--- config.mk ---
export PLATFORM = sky130hd
export DESIGN_NAME = ebpm_top
export DESIGN_NICKNAME = d
export VERILOG_FILES = /design/src/logic/ebpm_pkg.sv /design/src/logic/ebpm_pad.sv /design/src/logic/ebpm_top.sv
export VERILOG_INCLUDE_DIRS = /design/src /design/src/logic
export SDC_FILE = /design/constraint.sdc
export NUM_CORES = 1
export LEC_CHECK = 0
export BUFFER_PORTS_ARGS = -buffer_cell sky130_fd_sc_hd__buf_2
export CAP_MARGIN = 20
export CORE_MARGIN = 1
export CORE_UTILIZATION = 37
export DETAILED_ROUTE_END_ITERATION = 7
export PLACE_DENSITY = 0.69
export SETUP_SLACK_MARGIN = 0.05
export SLEW_MARGIN = 20
export SYNTH_ARGS = -nofsm -noshare
export SYNTH_HDL_FRONTEND = slang
export SYNTH_SLANG_ARGS = --single-unit
--- constraint.sdc ---
create_clock -name MCLK -period 4 [get_ports MCLK]
set_input_delay 0.2 -clock MCLK [delete_from_list [all_inputs] [get_ports MCLK]]
set_output_delay 0.2 -clock MCLK [all_outputs]
set_load 0.02 [all_outputs]
--- src/logic/ebpm_defines.svh ---
`ifndef EBPM_DEFINES_SVH
`define EBPM_DEFINES_SVH
// ----------------------------------------
// register byte offsets
// ----------------------------------------
`define EBPM_OFS_BUS_CTRL 8'h00
`define EBPM_OFS_PB_PER 8'h04
`define EBPM_OFS_PB_DDR 8'h08
`define EBPM_OFS_PB_DATA 8'h0C
`define EBPM_OFS_PB_PUR 8'h10
`define EBPM_OFS_PF_PER 8'h14
`define EBPM_OFS_PF_DDR 8'h18
`define EBPM_OFS_PF_DATA 8'h1C
`define EBPM_OFS_PF_PUR 8'h20
`define EBPM_OFS_STATUS 8'h24
// ----------------------------------------
// field positions
// ----------------------------------------
`define EBPM_BIT_DRV 0
`define EBPM_BIT_PB0 0
`define EBPM_PF_LSB 9
`define EBPM_PF_MSB 15
`define EBPM_ST_EXTERNAL_BOOT_STRAP 0
`define EBPM_ST_MODE 1
`define EBPM_ST_SECURE 2
`define EBPM_ST_ADDR 3
`define EBPM_ST_PB_BUS 4
// ----------------------------------------
// reset values
// ----------------------------------------
`define EBPM_RST_DRV 1'b0
`define EBPM_RST_PB_PER 1'b1
`define EBPM_RST_PB_DDR 1'b0
`define EBPM_RST_PB_DOUT 1'b0
`define EBPM_RST_PB_PUR 1'b1
`define EBPM_RST_PF_PER 7'h7F
`define EBPM_RST_PF_DDR 7'h00
`define EBPM_RST_PF_DOUT 7'h00
`define EBPM_RST_PF_PUR 7'h7F
`endif

--- src/logic/ebpm_pkg.sv ---
package ebpm_pkg;
	// ----------------------------------------
	// bus carriers
	// ----------------------------------------
	typedef struct packed {
		logic psel;
		logic penable;
		logic pwrite;
		logic [7:0] paddr;
		logic [31:0] pwdata;
	} ebpm_apb_req_t;
	typedef struct packed {
		logic pready;
		logic [31:0] prdata;
		logic pslverr;
	} ebpm_apb_rsp_t;
	// ----------------------------------------
	// pad control and pad drive
	// ----------------------------------------
	typedef struct packed {
		logic bus_sel;
		logic gpio_dir;
		logic gpio_out;
		logic bus_out;
		logic bus_oe;
		logic pu_en;
	} ebpm_pad_ctl_t;
	typedef struct packed {
		logic out;
		logic oe;
		logic pu;
	} ebpm_pad_drv_t;
	typedef struct packed {
		logic sync1;
		logic sync2;
		ebpm_pad_drv_t drv;
	} ebpm_pad_st_t;
	// ----------------------------------------
	// top-level state
	// ----------------------------------------
	typedef struct packed {
		logic drv;
		logic pb_per;
		logic pb_ddr;
		logic pb_dout;
		logic pb_pur;
		logic [6:0] pf_per;
		logic [6:0] pf_ddr;
		logic [6:0] pf_dout;
		logic [6:0] pf_pur;
		logic [2:0] strap_s1;
		logic [2:0] strap_s2;
		logic [2:0] strap_lat;
		logic boot_pending;
		logic ctrl_oe;
		logic [31:0] rdata;
		logic err;
	} ebpm_top_st_t;
endpackage

--- src/logic/ebpm_pad.sv ---
`timescale 1ns/1ps
module ebpm_pad (
	input wire logic clk,
	input wire logic rst,
	input ebpm_pkg::ebpm_pad_ctl_t ctl,
	input wire logic pin_in,
	output ebpm_pkg::ebpm_pad_drv_t drv,
	output logic gpio_in,
	output logic bus_in
);
	import ebpm_pkg::*;

	ebpm_pad_st_t st_ff;
	ebpm_pad_st_t nxt_st;

	// ----------------------------------------
	// pad mux and input synchroniser
	// ----------------------------------------
	// sync stages shift through reset so the pin level is valid at release
	always_comb begin
		nxt_st = st_ff;
		nxt_st.sync1 = pin_in;
		nxt_st.sync2 = st_ff.sync1;
		if (ctl.bus_sel) begin
			nxt_st.drv.out = ctl.bus_out;
			nxt_st.drv.oe = ctl.bus_oe;
		end else begin
			nxt_st.drv.out = ctl.gpio_out;
			nxt_st.drv.oe = ctl.gpio_dir;
		end
		nxt_st.drv.pu = ctl.pu_en;
		if (rst) begin
			nxt_st.drv.out = 1'b0;
			nxt_st.drv.oe = 1'b0;
			nxt_st.drv.pu = 1'b1;
		end
	end

	always_ff @(posedge clk) begin
		st_ff <= nxt_st;
	end

	// ----------------------------------------
	// outputs
	// ----------------------------------------
	// the unselected function sees a constant zero, never the pin
	assign drv = st_ff.drv;
	assign gpio_in = st_ff.sync2 & ~ctl.bus_sel;
	assign bus_in = st_ff.sync2 & ctl.bus_sel;
endmodule

--- src/logic/ebpm_top.sv ---
// Operation
// - Software can make port B line zero an input or an output while it is in GPIO mode.
// - While the external bus is idle the top address line and control outputs float unless the drive bit is set.
// - At reset release the boot strap, mode strap and flash security pick GPIO or address for port B line zero.
// - A write to the port B peripheral select overrides the strap choice at any time.
// - Clearing bit 0 of the port B pull-up register turns off that line's pull-up.
// - While the external bus is idle data lines zero to six float unless the drive bit is set.
// - Software sets each of the seven shared port F lines as input or output individually.
// - After reset the seven shared port F lines belong to the data bus, not to GPIO.
// - Each port F pull-up bit maps to one data line, bit 9 being data line zero and bit 15 data line six.
// - During reset shared lines default to bus function with outputs off and pull-ups on.
//
// The APB slave port and the register addresses were decided locally.
`timescale 1ns/1ps
`include "ebpm_defines.svh"
module ebpm_top (
	input wire logic MCLK,
	input wire logic RST,
	// register bus
	input ebpm_pkg::ebpm_apb_req_t APB_REQ,
	output ebpm_pkg::ebpm_apb_rsp_t APB_RSP,
	// external memory interface core, same clock
	input wire logic EMI_BUS_ACTIVE,
	input wire logic EMI_DATA_WR,
	input wire logic EMI_ADDR_TOP,
	input wire logic [6:0] EMI_DATA_OUT,
	output logic [6:0] EMI_DATA_IN,
	output logic EMI_CTRL_OE,
	// straps, asynchronous
	input wire logic EXT_BOOT_STRAP,
	input wire logic MODE_STRAP,
	input wire logic FLASH_SECURED,
	// pins: bit 0 port B line zero, bits 7:1 data lines 0..6
	input wire logic [7:0] PIN_IN,
	output logic [7:0] PIN_OUT,
	output logic [7:0] PIN_OE,
	output logic [7:0] PIN_PU
);
	import ebpm_pkg::*;

	localparam int NPAD = 8;

	ebpm_top_st_t st_ff;
	ebpm_top_st_t nxt_st;
	ebpm_pad_ctl_t [NPAD-1:0] pad_ctl;
	ebpm_pad_drv_t [NPAD-1:0] pad_drv;
	logic [NPAD-1:0] gpio_in;
	logic [NPAD-1:0] bus_in;
	logic strap_addr;
	logic setup_ph;
	logic wr_en;
	logic hit;
	logic [31:0] rd_val;
	logic [31:0] wd;

	// ----------------------------------------
	// bus handshake
	// ----------------------------------------
	// zero wait states: data is prepared in the setup cycle
	assign setup_ph = APB_REQ.psel & ~APB_REQ.penable;
	assign wr_en = APB_REQ.psel & APB_REQ.penable & APB_REQ.pwrite;
	assign wd = APB_REQ.pwdata;
	assign APB_RSP.pready = 1'b1;
	assign APB_RSP.prdata = st_ff.rdata;
	assign APB_RSP.pslverr = st_ff.err;

	// ----------------------------------------
	// strap decision
	// ----------------------------------------
	// external boot always needs the address line; otherwise the
	// interface mode asks for it, but a secured flash keeps it as GPIO
	assign strap_addr = st_ff.strap_s2[`EBPM_ST_EXTERNAL_BOOT_STRAP] |
		(st_ff.strap_s2[`EBPM_ST_MODE] & ~st_ff.strap_s2[`EBPM_ST_SECURE]);

	// ----------------------------------------
	// read mux
	// ----------------------------------------
	always_comb begin
		hit = 1'b1;
		rd_val = 32'h0000_0000;
		case (APB_REQ.paddr)
			`EBPM_OFS_BUS_CTRL: begin
				rd_val[`EBPM_BIT_DRV] = st_ff.drv;
			end
			`EBPM_OFS_PB_PER: begin
				rd_val[`EBPM_BIT_PB0] = st_ff.pb_per;
			end
			`EBPM_OFS_PB_DDR: begin
				rd_val[`EBPM_BIT_PB0] = st_ff.pb_ddr;
			end
			`EBPM_OFS_PB_DATA: begin
				rd_val[`EBPM_BIT_PB0] = gpio_in[0];
			end
			`EBPM_OFS_PB_PUR: begin
				rd_val[`EBPM_BIT_PB0] = st_ff.pb_pur;
			end
			`EBPM_OFS_PF_PER: begin
				rd_val[`EBPM_PF_MSB:`EBPM_PF_LSB] = st_ff.pf_per;
			end
			`EBPM_OFS_PF_DDR: begin
				rd_val[`EBPM_PF_MSB:`EBPM_PF_LSB] = st_ff.pf_ddr;
			end
			`EBPM_OFS_PF_DATA: begin
				rd_val[`EBPM_PF_MSB:`EBPM_PF_LSB] = gpio_in[7:1];
			end
			`EBPM_OFS_PF_PUR: begin
				rd_val[`EBPM_PF_MSB:`EBPM_PF_LSB] = st_ff.pf_pur;
			end
			`EBPM_OFS_STATUS: begin
				rd_val[`EBPM_ST_EXTERNAL_BOOT_STRAP] = st_ff.strap_lat[`EBPM_ST_EXTERNAL_BOOT_STRAP];
				rd_val[`EBPM_ST_MODE] = st_ff.strap_lat[`EBPM_ST_MODE];
				rd_val[`EBPM_ST_SECURE] = st_ff.strap_lat[`EBPM_ST_SECURE];
				rd_val[`EBPM_ST_ADDR] = st_ff.strap_lat[`EBPM_ST_EXTERNAL_BOOT_STRAP] |
					(st_ff.strap_lat[`EBPM_ST_MODE] & ~st_ff.strap_lat[`EBPM_ST_SECURE]);
				rd_val[`EBPM_ST_PB_BUS] = st_ff.pb_per;
			end
			default: begin
				hit = 1'b0;
			end
		endcase
	end

	// ----------------------------------------
	// next state
	// ----------------------------------------
	always_comb begin
		nxt_st = st_ff;
		// strap synchroniser keeps running in reset so it is settled at release
		nxt_st.strap_s1 = {FLASH_SECURED, MODE_STRAP, EXT_BOOT_STRAP};
		nxt_st.strap_s2 = st_ff.strap_s1;
		// control strobes float while idle unless the drive bit holds them
		nxt_st.ctrl_oe = EMI_BUS_ACTIVE | st_ff.drv;
		if (setup_ph) begin
			nxt_st.rdata = APB_REQ.pwrite ? 32'h0000_0000 : rd_val;
			nxt_st.err = ~hit;
		end
		// one-shot strap capture in the first cycle after release
		if (st_ff.boot_pending) begin
			nxt_st.pb_per = strap_addr;
			nxt_st.strap_lat = st_ff.strap_s2;
			nxt_st.boot_pending = 1'b0;
		end
		if (wr_en) begin
			case (APB_REQ.paddr)
				`EBPM_OFS_BUS_CTRL: begin
					nxt_st.drv = wd[`EBPM_BIT_DRV];
				end
				`EBPM_OFS_PB_PER: begin
					nxt_st.pb_per = wd[`EBPM_BIT_PB0];
				end
				`EBPM_OFS_PB_DDR: begin
					nxt_st.pb_ddr = wd[`EBPM_BIT_PB0];
				end
				`EBPM_OFS_PB_DATA: begin
					nxt_st.pb_dout = wd[`EBPM_BIT_PB0];
				end
				`EBPM_OFS_PB_PUR: begin
					nxt_st.pb_pur = wd[`EBPM_BIT_PB0];
				end
				`EBPM_OFS_PF_PER: begin
					nxt_st.pf_per = wd[`EBPM_PF_MSB:`EBPM_PF_LSB];
				end
				`EBPM_OFS_PF_DDR: begin
					nxt_st.pf_ddr = wd[`EBPM_PF_MSB:`EBPM_PF_LSB];
				end
				`EBPM_OFS_PF_DATA: begin
					nxt_st.pf_dout = wd[`EBPM_PF_MSB:`EBPM_PF_LSB];
				end
				`EBPM_OFS_PF_PUR: begin
					nxt_st.pf_pur = wd[`EBPM_PF_MSB:`EBPM_PF_LSB];
				end
				default: begin
					nxt_st.err = st_ff.err;
				end
			endcase
		end
		if (RST) begin
			nxt_st.drv = `EBPM_RST_DRV;
			nxt_st.pb_per = `EBPM_RST_PB_PER;
			nxt_st.pb_ddr = `EBPM_RST_PB_DDR;
			nxt_st.pb_dout = `EBPM_RST_PB_DOUT;
			nxt_st.pb_pur = `EBPM_RST_PB_PUR;
			nxt_st.pf_per = `EBPM_RST_PF_PER;
			nxt_st.pf_ddr = `EBPM_RST_PF_DDR;
			nxt_st.pf_dout = `EBPM_RST_PF_DOUT;
			nxt_st.pf_pur = `EBPM_RST_PF_PUR;
			nxt_st.strap_lat = 3'h0;
			nxt_st.boot_pending = 1'b1;
			nxt_st.ctrl_oe = 1'b0;
			nxt_st.rdata = 32'h0000_0000;
			nxt_st.err = 1'b0;
		end
	end

	always_ff @(posedge MCLK) begin
		st_ff <= nxt_st;
	end

	// ----------------------------------------
	// pad control
	// ----------------------------------------
	// data lines drive on a write cycle only; when idle the drive bit
	// decides whether EMI_DATA_OUT is driven or the lines float
	always_comb begin
		pad_ctl[0].bus_sel = st_ff.pb_per;
		pad_ctl[0].gpio_dir = st_ff.pb_ddr;
		pad_ctl[0].gpio_out = st_ff.pb_dout;
		pad_ctl[0].bus_out = EMI_ADDR_TOP;
		pad_ctl[0].bus_oe = EMI_BUS_ACTIVE | st_ff.drv;
		pad_ctl[0].pu_en = st_ff.pb_pur;
		for (int i = 1; i < NPAD; i++) begin
			pad_ctl[i].bus_sel = st_ff.pf_per[i-1];
			pad_ctl[i].gpio_dir = st_ff.pf_ddr[i-1];
			pad_ctl[i].gpio_out = st_ff.pf_dout[i-1];
			pad_ctl[i].bus_out = EMI_DATA_OUT[i-1];
			pad_ctl[i].bus_oe = EMI_BUS_ACTIVE ? EMI_DATA_WR : st_ff.drv;
			pad_ctl[i].pu_en = st_ff.pf_pur[i-1];
		end
	end

	// ----------------------------------------
	// pad cells
	// ----------------------------------------
	for (genvar g = 0; g < NPAD; g++) begin : g_pad
		ebpm_pad u_pad (
			.clk(MCLK),
			.rst(RST),
			.ctl(pad_ctl[g]),
			.pin_in(PIN_IN[g]),
			.drv(pad_drv[g]),
			.gpio_in(gpio_in[g]),
			.bus_in(bus_in[g])
		);
	end

	// ----------------------------------------
	// outputs
	// ----------------------------------------
	always_comb begin
		for (int i = 0; i < NPAD; i++) begin
			PIN_OUT[i] = pad_drv[i].out;
			PIN_OE[i] = pad_drv[i].oe;
			PIN_PU[i] = pad_drv[i].pu;
		end
	end

	// bus side sees zero on any line handed to GPIO
	assign EMI_DATA_IN = bus_in[7:1];
	assign EMI_CTRL_OE = st_ff.ctrl_oe;
endmodule

# After elaboration in Yosys (flattened, before gate mapping)
# Cells that the tools add are included.
dict set report totals {
  register_bits 101
  in_bits 66
  output_inout_bits 66
  word_cells 139
}
dict set report op_classes {
  n_eq_ne 10
  mux 27
  bitwise 35
  n_reduce_logical 11
}
# cell n
set ops {}
lappend ops {{== test 8 x 5 -> 1 bit (second input constant)} 4}
lappend ops {{2-to-1 mux 32 bit} 1}
lappend ops {{2-to-1 mux 7 bit} 4}
lappend ops {{case mux 7 bit (4 select lines)} 1}
lappend ops {{AND 1 bit} 20}
lappend ops {{== test 8 x 4 -> 1 bit (second input constant)} 2}
lappend ops {{== test 8 x 6 -> 1 bit (second input constant)} 2}
lappend ops {{2-to-1 mux 16 bit} 1}
lappend ops {{2-to-1 mux 2 bit} 8}
lappend ops {{AND reduction 2 bit} 8}
lappend ops {{inverter 1 bit} 12}
lappend ops {{2-to-1 mux 1 bit} 10}
lappend ops {{OR reduction 10 bit} 1}
lappend ops {{OR reduction 9 bit} 1}
lappend ops {{== test 8 x 3 -> 1 bit (second input constant)} 1}
lappend ops {{zero test 8 bit} 1}
lappend ops {{case mux 1 bit (6 select lines)} 1}
lappend ops {{2-to-1 mux 4 bit} 1}
lappend ops {{OR 1 bit} 3}
lappend ops {{inequality test 2 bit (second input constant)} 1}

# Logic depth before layout (Yosys ltp)
dict set report logic_depth {
  depth_word 7
  depth_mapped 7
}

# Modules after synthesis
# From an unflattened synthesis, not the netlist that was laid out.
dict set report hier_totals {
  cells_unflattened 412
  hier_area_um2 4105.2
}
# mod n_inst cells_each area_each_um2 seq_area_each_um2
set by_module_without_submodules {}
lappend by_module_without_submodules {ebpm_top 1 292 2723.9 1141.1}
lappend by_module_without_submodules {ebpm_pad 8 15 172.7 100.1}

# Worst setup path before layout
# No wires, ideal clock.
dict set report synth_path {
  kind {input to register}
  start {input APB_REQ[36] (netlist bit)}
  end {register st_ff, in the netlist pad_ctl[12]}
  arrival_time_ns 1.313
  slack_ns 2.567
  stages 6
  n_path_buf 2
  path_cell_list {nor4b_2 -> and2_1 -> buf_6 -> nand2b_4 -> buf_6 -> a211o_1}
}
dict set report synth_via {
  elab_chain_len 2
}
# element line_no
set synth_lines {}
lappend synth_lines {{start: declaration} ebpm_top.sv:20} ;# input ebpm_pkg::ebpm_apb_req_t APB_REQ,
lappend synth_lines {{== test 8 x 6 -> 1 bit} ebpm_top.sv:144} ;# case (APB_REQ.paddr)
lappend synth_lines {{AND reduction 2 bit (no line)} --}
lappend synth_lines {{end signal: assignment} ebpm_top.sv:196} ;# st_ff <= nxt_st;
lappend synth_lines {{end: declaration} ebpm_top.sv:43} ;# ebpm_top_st_t st_ff;
# No other way between the ends.
# A chain may end at the register's enable or synchronous reset.

# Worst setup path after layout
dict set report layout_path {
  start {input APB_REQ[34] (netlist bit)}
  end {register st_ff, in the netlist pad_ctl[11]}
}
dict set report layout_via {
  elab_chain_len 2
}
# element line_no
set layout_lines {}
lappend layout_lines {{== test 8 x 5 -> 1 bit} ebpm_top.sv:144}
lappend layout_lines {{AND reduction 2 bit (no line)} --}
# No other way between the ends.

==> key figures <==
Floorplan
  – Height of the die: 107 um
  – Total die area: 0.0114 mm2
  – Core area: 0.0105 mm2
  – Overall die width: 107 um
  – Initial core utilization: 0.387
  – Core Rows: 37
  – Ports placed on the boundary: 132

Setup path
  – Cell chain of the critical path: buf_2 > nor4b_4 > and2_1 > nand2b_4 > a211o_1
  – Count of buffering cells on the critical path with inverters included: 1
  – WP data required: 4240 ps
  – Max FO, Critical Path: 21
  – Critical Path Slowest Stage Cell: nor4b_4
  – Kind of start point of the critical path: primary input
  – Kind of critical path: in2reg
  – Top delay family on crit path: simple AND/OR/NAND/NOR gates
  – Critical path arrival: 1840 ps
  – Delay of the slowest critical-path stage: 410 ps
  – Kind of end point of the critical path: flop

Yosys
  – Share of synthesized area spent on multiplexers: 0.0793
  – Synthesized area: 0.00405 mm2
  – Portion of the post-synthesis area used by sequential elements: 0.479
  – Area fraction in compound gates after synthesis: 0.107
  – Main combinational cell family by area after synthesis: simple AND/OR/NAND/NOR gates
  – Synthesis-stage register bit count: 97
  – Cells after synthesis: 420
  – Basic-gate share of the synthesized area counting and, or, nand and nor cells: 0.178
  – Library cell with the highest instance count after synthesis: dfxtp_1
  – Most used standard cells in the synthesized netlist: dfxtp_1, buf_4, nor2_1, mux2i_1, nand2_1
  – Post-synth ARST share: 0
  – Distinct cell type count of the synthesized netlist: 43
  – Count of yosys warnings during synthesis: 0
  – Xor/xnor share of the synthesized area: 0
  – Number of enable-type register cells in the synthesized netlist: 0
  – Synthesized-area fraction occupied by adder cells: 0
  – Average cell area after synthesis: 9.65 um2
  – Cells taking the most area after synthesis: dfxtp_1, buf_4, mux2i_1
  – Largest area contributor in the synthesized netlist: dfxtp_1
  – Area share of the leading cell type in the synthesized netlist: 0.479
  – Top FF cell, synth: dfxtp_1

Place
  – HPWL after DPL: 5800 um
  – Final weighted congestion in routability-driven placement: 0.818
  – PortBufs: 86

Clock network
  – Master cell of the clock root buffer: clkbuf_8
  – Clock sink total: 97
  – CTS clock-pin slew for the worst setup and hold paths: 90 ps
  – Cts bufs inserted: 9
  – Buffer depth of the longest clock path: 2
  – Clock insertion delay at the later pin of the skew report: 350 ps
  – Number of cells upsized or downsized after cts: 0
  – # H-tree levels: 3
  – Clock tree from TritonCTS: built

Timing
  – Final critical delay including setup and external delays: 1600 ps
  – Worst clock skew on the final layout: 9.33 ps
  – Final Slew Violations: 0
  – Final setup vio count: 0
  – Slew at the pin closest to its max-slew limit: 1050 ps
  – Min Hold Slack: 78.3 ps
  – Total negative slack for setup checks: 0 ps
  – Portion of the clock cycle consumed by the worst path in the final layout: 0.399
  – Number of endpoints with negative hold slack in the final report: 0
  – RSZ-0062 raised after global routing: no
  – Slew headroom: 0.277
  – Maximum operating frequency: 0.626 GHz

Pwr
  – Switching power summed over all nets: 0.000434 W
  – Internal power component: 0.00133 W
  – Switching fraction of total power: 0.246
  – Leakage: 2.08 nW
  – Sequential share of power: 0.567
  – Share of total power in combinational logic: 0.082
  – VDD IR max: 149 uV
  – Fraction of power consumed by the clock network: 0.351
  – Cell area power density: 396 mW/mm2

Final layout
  – Filler instances: 1063
  – Diodes inserted: 0
  – Final net count: 529
  – Area added between synthesis and finish: 9.72%
  – Share of layout cells above drive strength 1: 0.259

Global route
  – Met3 capacity usage during global routing: 0.0322
  – Grt met1 use: 0.203
  – Largest net degree at the start of global routing: 49
  – First-pass GRT wire length: 12900 um
  – Total track usage: 0.149
  – Met2 track utilization from global routing: 0.221
  – GRT busiest layer: met2
  – Number of antenna violations at the first check in global routing: 0
  – Number of global-route vias before repair: 2591
  – Leftover overflow at the end of global routing: 0

Flow run
  – Count of maximum capacitance violations: 0

Routing
  – WL/cell: 13.4 um
  – Pre-antenna DRT Iters: 4
  – Overall via count from detail_route: 2837
  – Routed WL: 8100 um
  – Ratio of routed vias to standard cells: 4.70
  – Iter 0 DRT Violations: 165
  – Number of design rule violations left after detail routing: 0
  – Detail Route Antenna Nets: 0

Outcome
  – Run status: complete, no violations

Min path
  – Hold Crit Class: in2reg
==> through the flow <==
stage | area [um2] | util | instances | total power, W | setup WS [ps]
6_report | 4450 | 0.425 | 604 | 0.00176 | 2400
3_3_place_gp | 4140 | 0.396 | 577 | 0.00116 | 2050
2_1_floorplan | 4130 | - | 439 | 0.00114 | 2570
5_1_grt | 4450 | 0.425 | 604 | 0.00184 | 2290
3_5_place_dp | 4140 | 0.396 | 577 | 0.00116 | 2000
4_1_cts | 4450 | 0.425 | 604 | 0.00179 | 2390
==> power groups by stage <==
| stage | Combinational [W] | Clock (W) | Sequential, W |
|---|---|---|---|
| final | 0.000145 | 0.000619 | 0.000998 |
| after global routing | 0.000159 | 0.000682 | 0.00100 |
| after CTS | 0.000145 | 0.000642 | 0.000999 |
| after detailed placement | 0.000137 | 0 | 0.00102 |
| after global placement | 0.000135 | 0 | 0.00102 |
| after floorplan | 0.000118 | 0 | 0.00102 |
==> routing by layer <==
metal  wire, um  vias to the layer above
met3        355                       16
met2       3590                       83
met5          0                        -
li1           -                     1419
met1       3970                     1319
met4        184                        0
==> cell usage in the layout (no fill, tap or decap), drive strengths merged <==
| master | count |
|---|---|
| nor4b | 4 |
| a21bo | 1 |
| inv | 10 |
| clkbuf | 9 |
| dlygate4sd3 | 11 |
| or3 | 2 |
| nand2b | 8 |
| dfxtp | 97 |
| a211o | 14 |
| a22oi | 5 |
| a221oi | 5 |
| nand3 | 4 |
| buf | 87 |
| o21bai | 1 |
| nor4 | 2 |
| nor2b | 2 |
| a32oi | 3 |
| nor2 | 63 |
| a21oi | 13 |
| a311oi | 1 |
| nand3b | 6 |
| o21ai | 9 |
| a211oi | 8 |
| and2b | 1 |
| o22ai | 1 |
| nand4 | 3 |
| clkinv | 3 |
| clkinvlp | 3 |
| nor3 | 3 |
| nand2 | 17 |
| and3b | 1 |
| mux2 | 1 |
| mux2i | 31 |
| conb | 21 |
| or2 | 8 |
| bufinv | 1 |
| and2 | 9 |
==> state kept, by name (all words and copies together) (netlist names) <==
register	count
APB_RSP	13
EMI_CTRL_OE	1
g_pad.u_pad.drv	24
g_pad.u_pad.nxt_st	8
g_pad.u_pad.st_ff	8
nxt_st	3
pad_ctl	32
st_ff	8
==> timing repair <==
action                                 4_1_cts  5_1_grt
hold buffers                                11        0
endpoints found under the hold margin       11        0
buffers inserted                             0        0
==> final timing paths <==
path                                          startpoint                      end  slack (ps)  cells after the start
worst max-delay path                         APB_REQ[34]              pad_ctl[11]        2400                      5
worst max register to register                 st_ff[76]    g_pad[3].u_pad.drv[1]        2460                      2
worst min register to register  g_pad[3].u_pad.nxt_st[3]  g_pad[3].u_pad.st_ff[3]         330                      0
worst min-delay path                        EMI_ADDR_TOP    g_pad[0].u_pad.drv[2]          80                      3
==> final cells by class <==
class,instances,area [um2],share of cell area
clock buffer,9,124,0.0278
tap,136,170,0.0383
clock inverter,7,71.3,0.0160
inverter,10,37.5,0.00844
sequential,97,1940,0.437
multi-input combinational,247,1560,0.350
timing repair buffer,98,548,0.123
==> worst reg2reg max path, cell delays in order, from the launching register on <==
cell	delay (ps)
dfxtp_1	350
mux2i_1	790
a211oi_1	240
==> logic make-up (layout without fill, tap and decap cells) <==
logic type,count (synthesis),after routing
buffers and inverters,95,124
other,2,21
AO/OA/AOI/OAI,61,61
AND/OR/NAND/NOR,133,133
multiplexers,32,32
flip-flops,97,97
No activity file was read; power rests on OpenSTA's default activity.
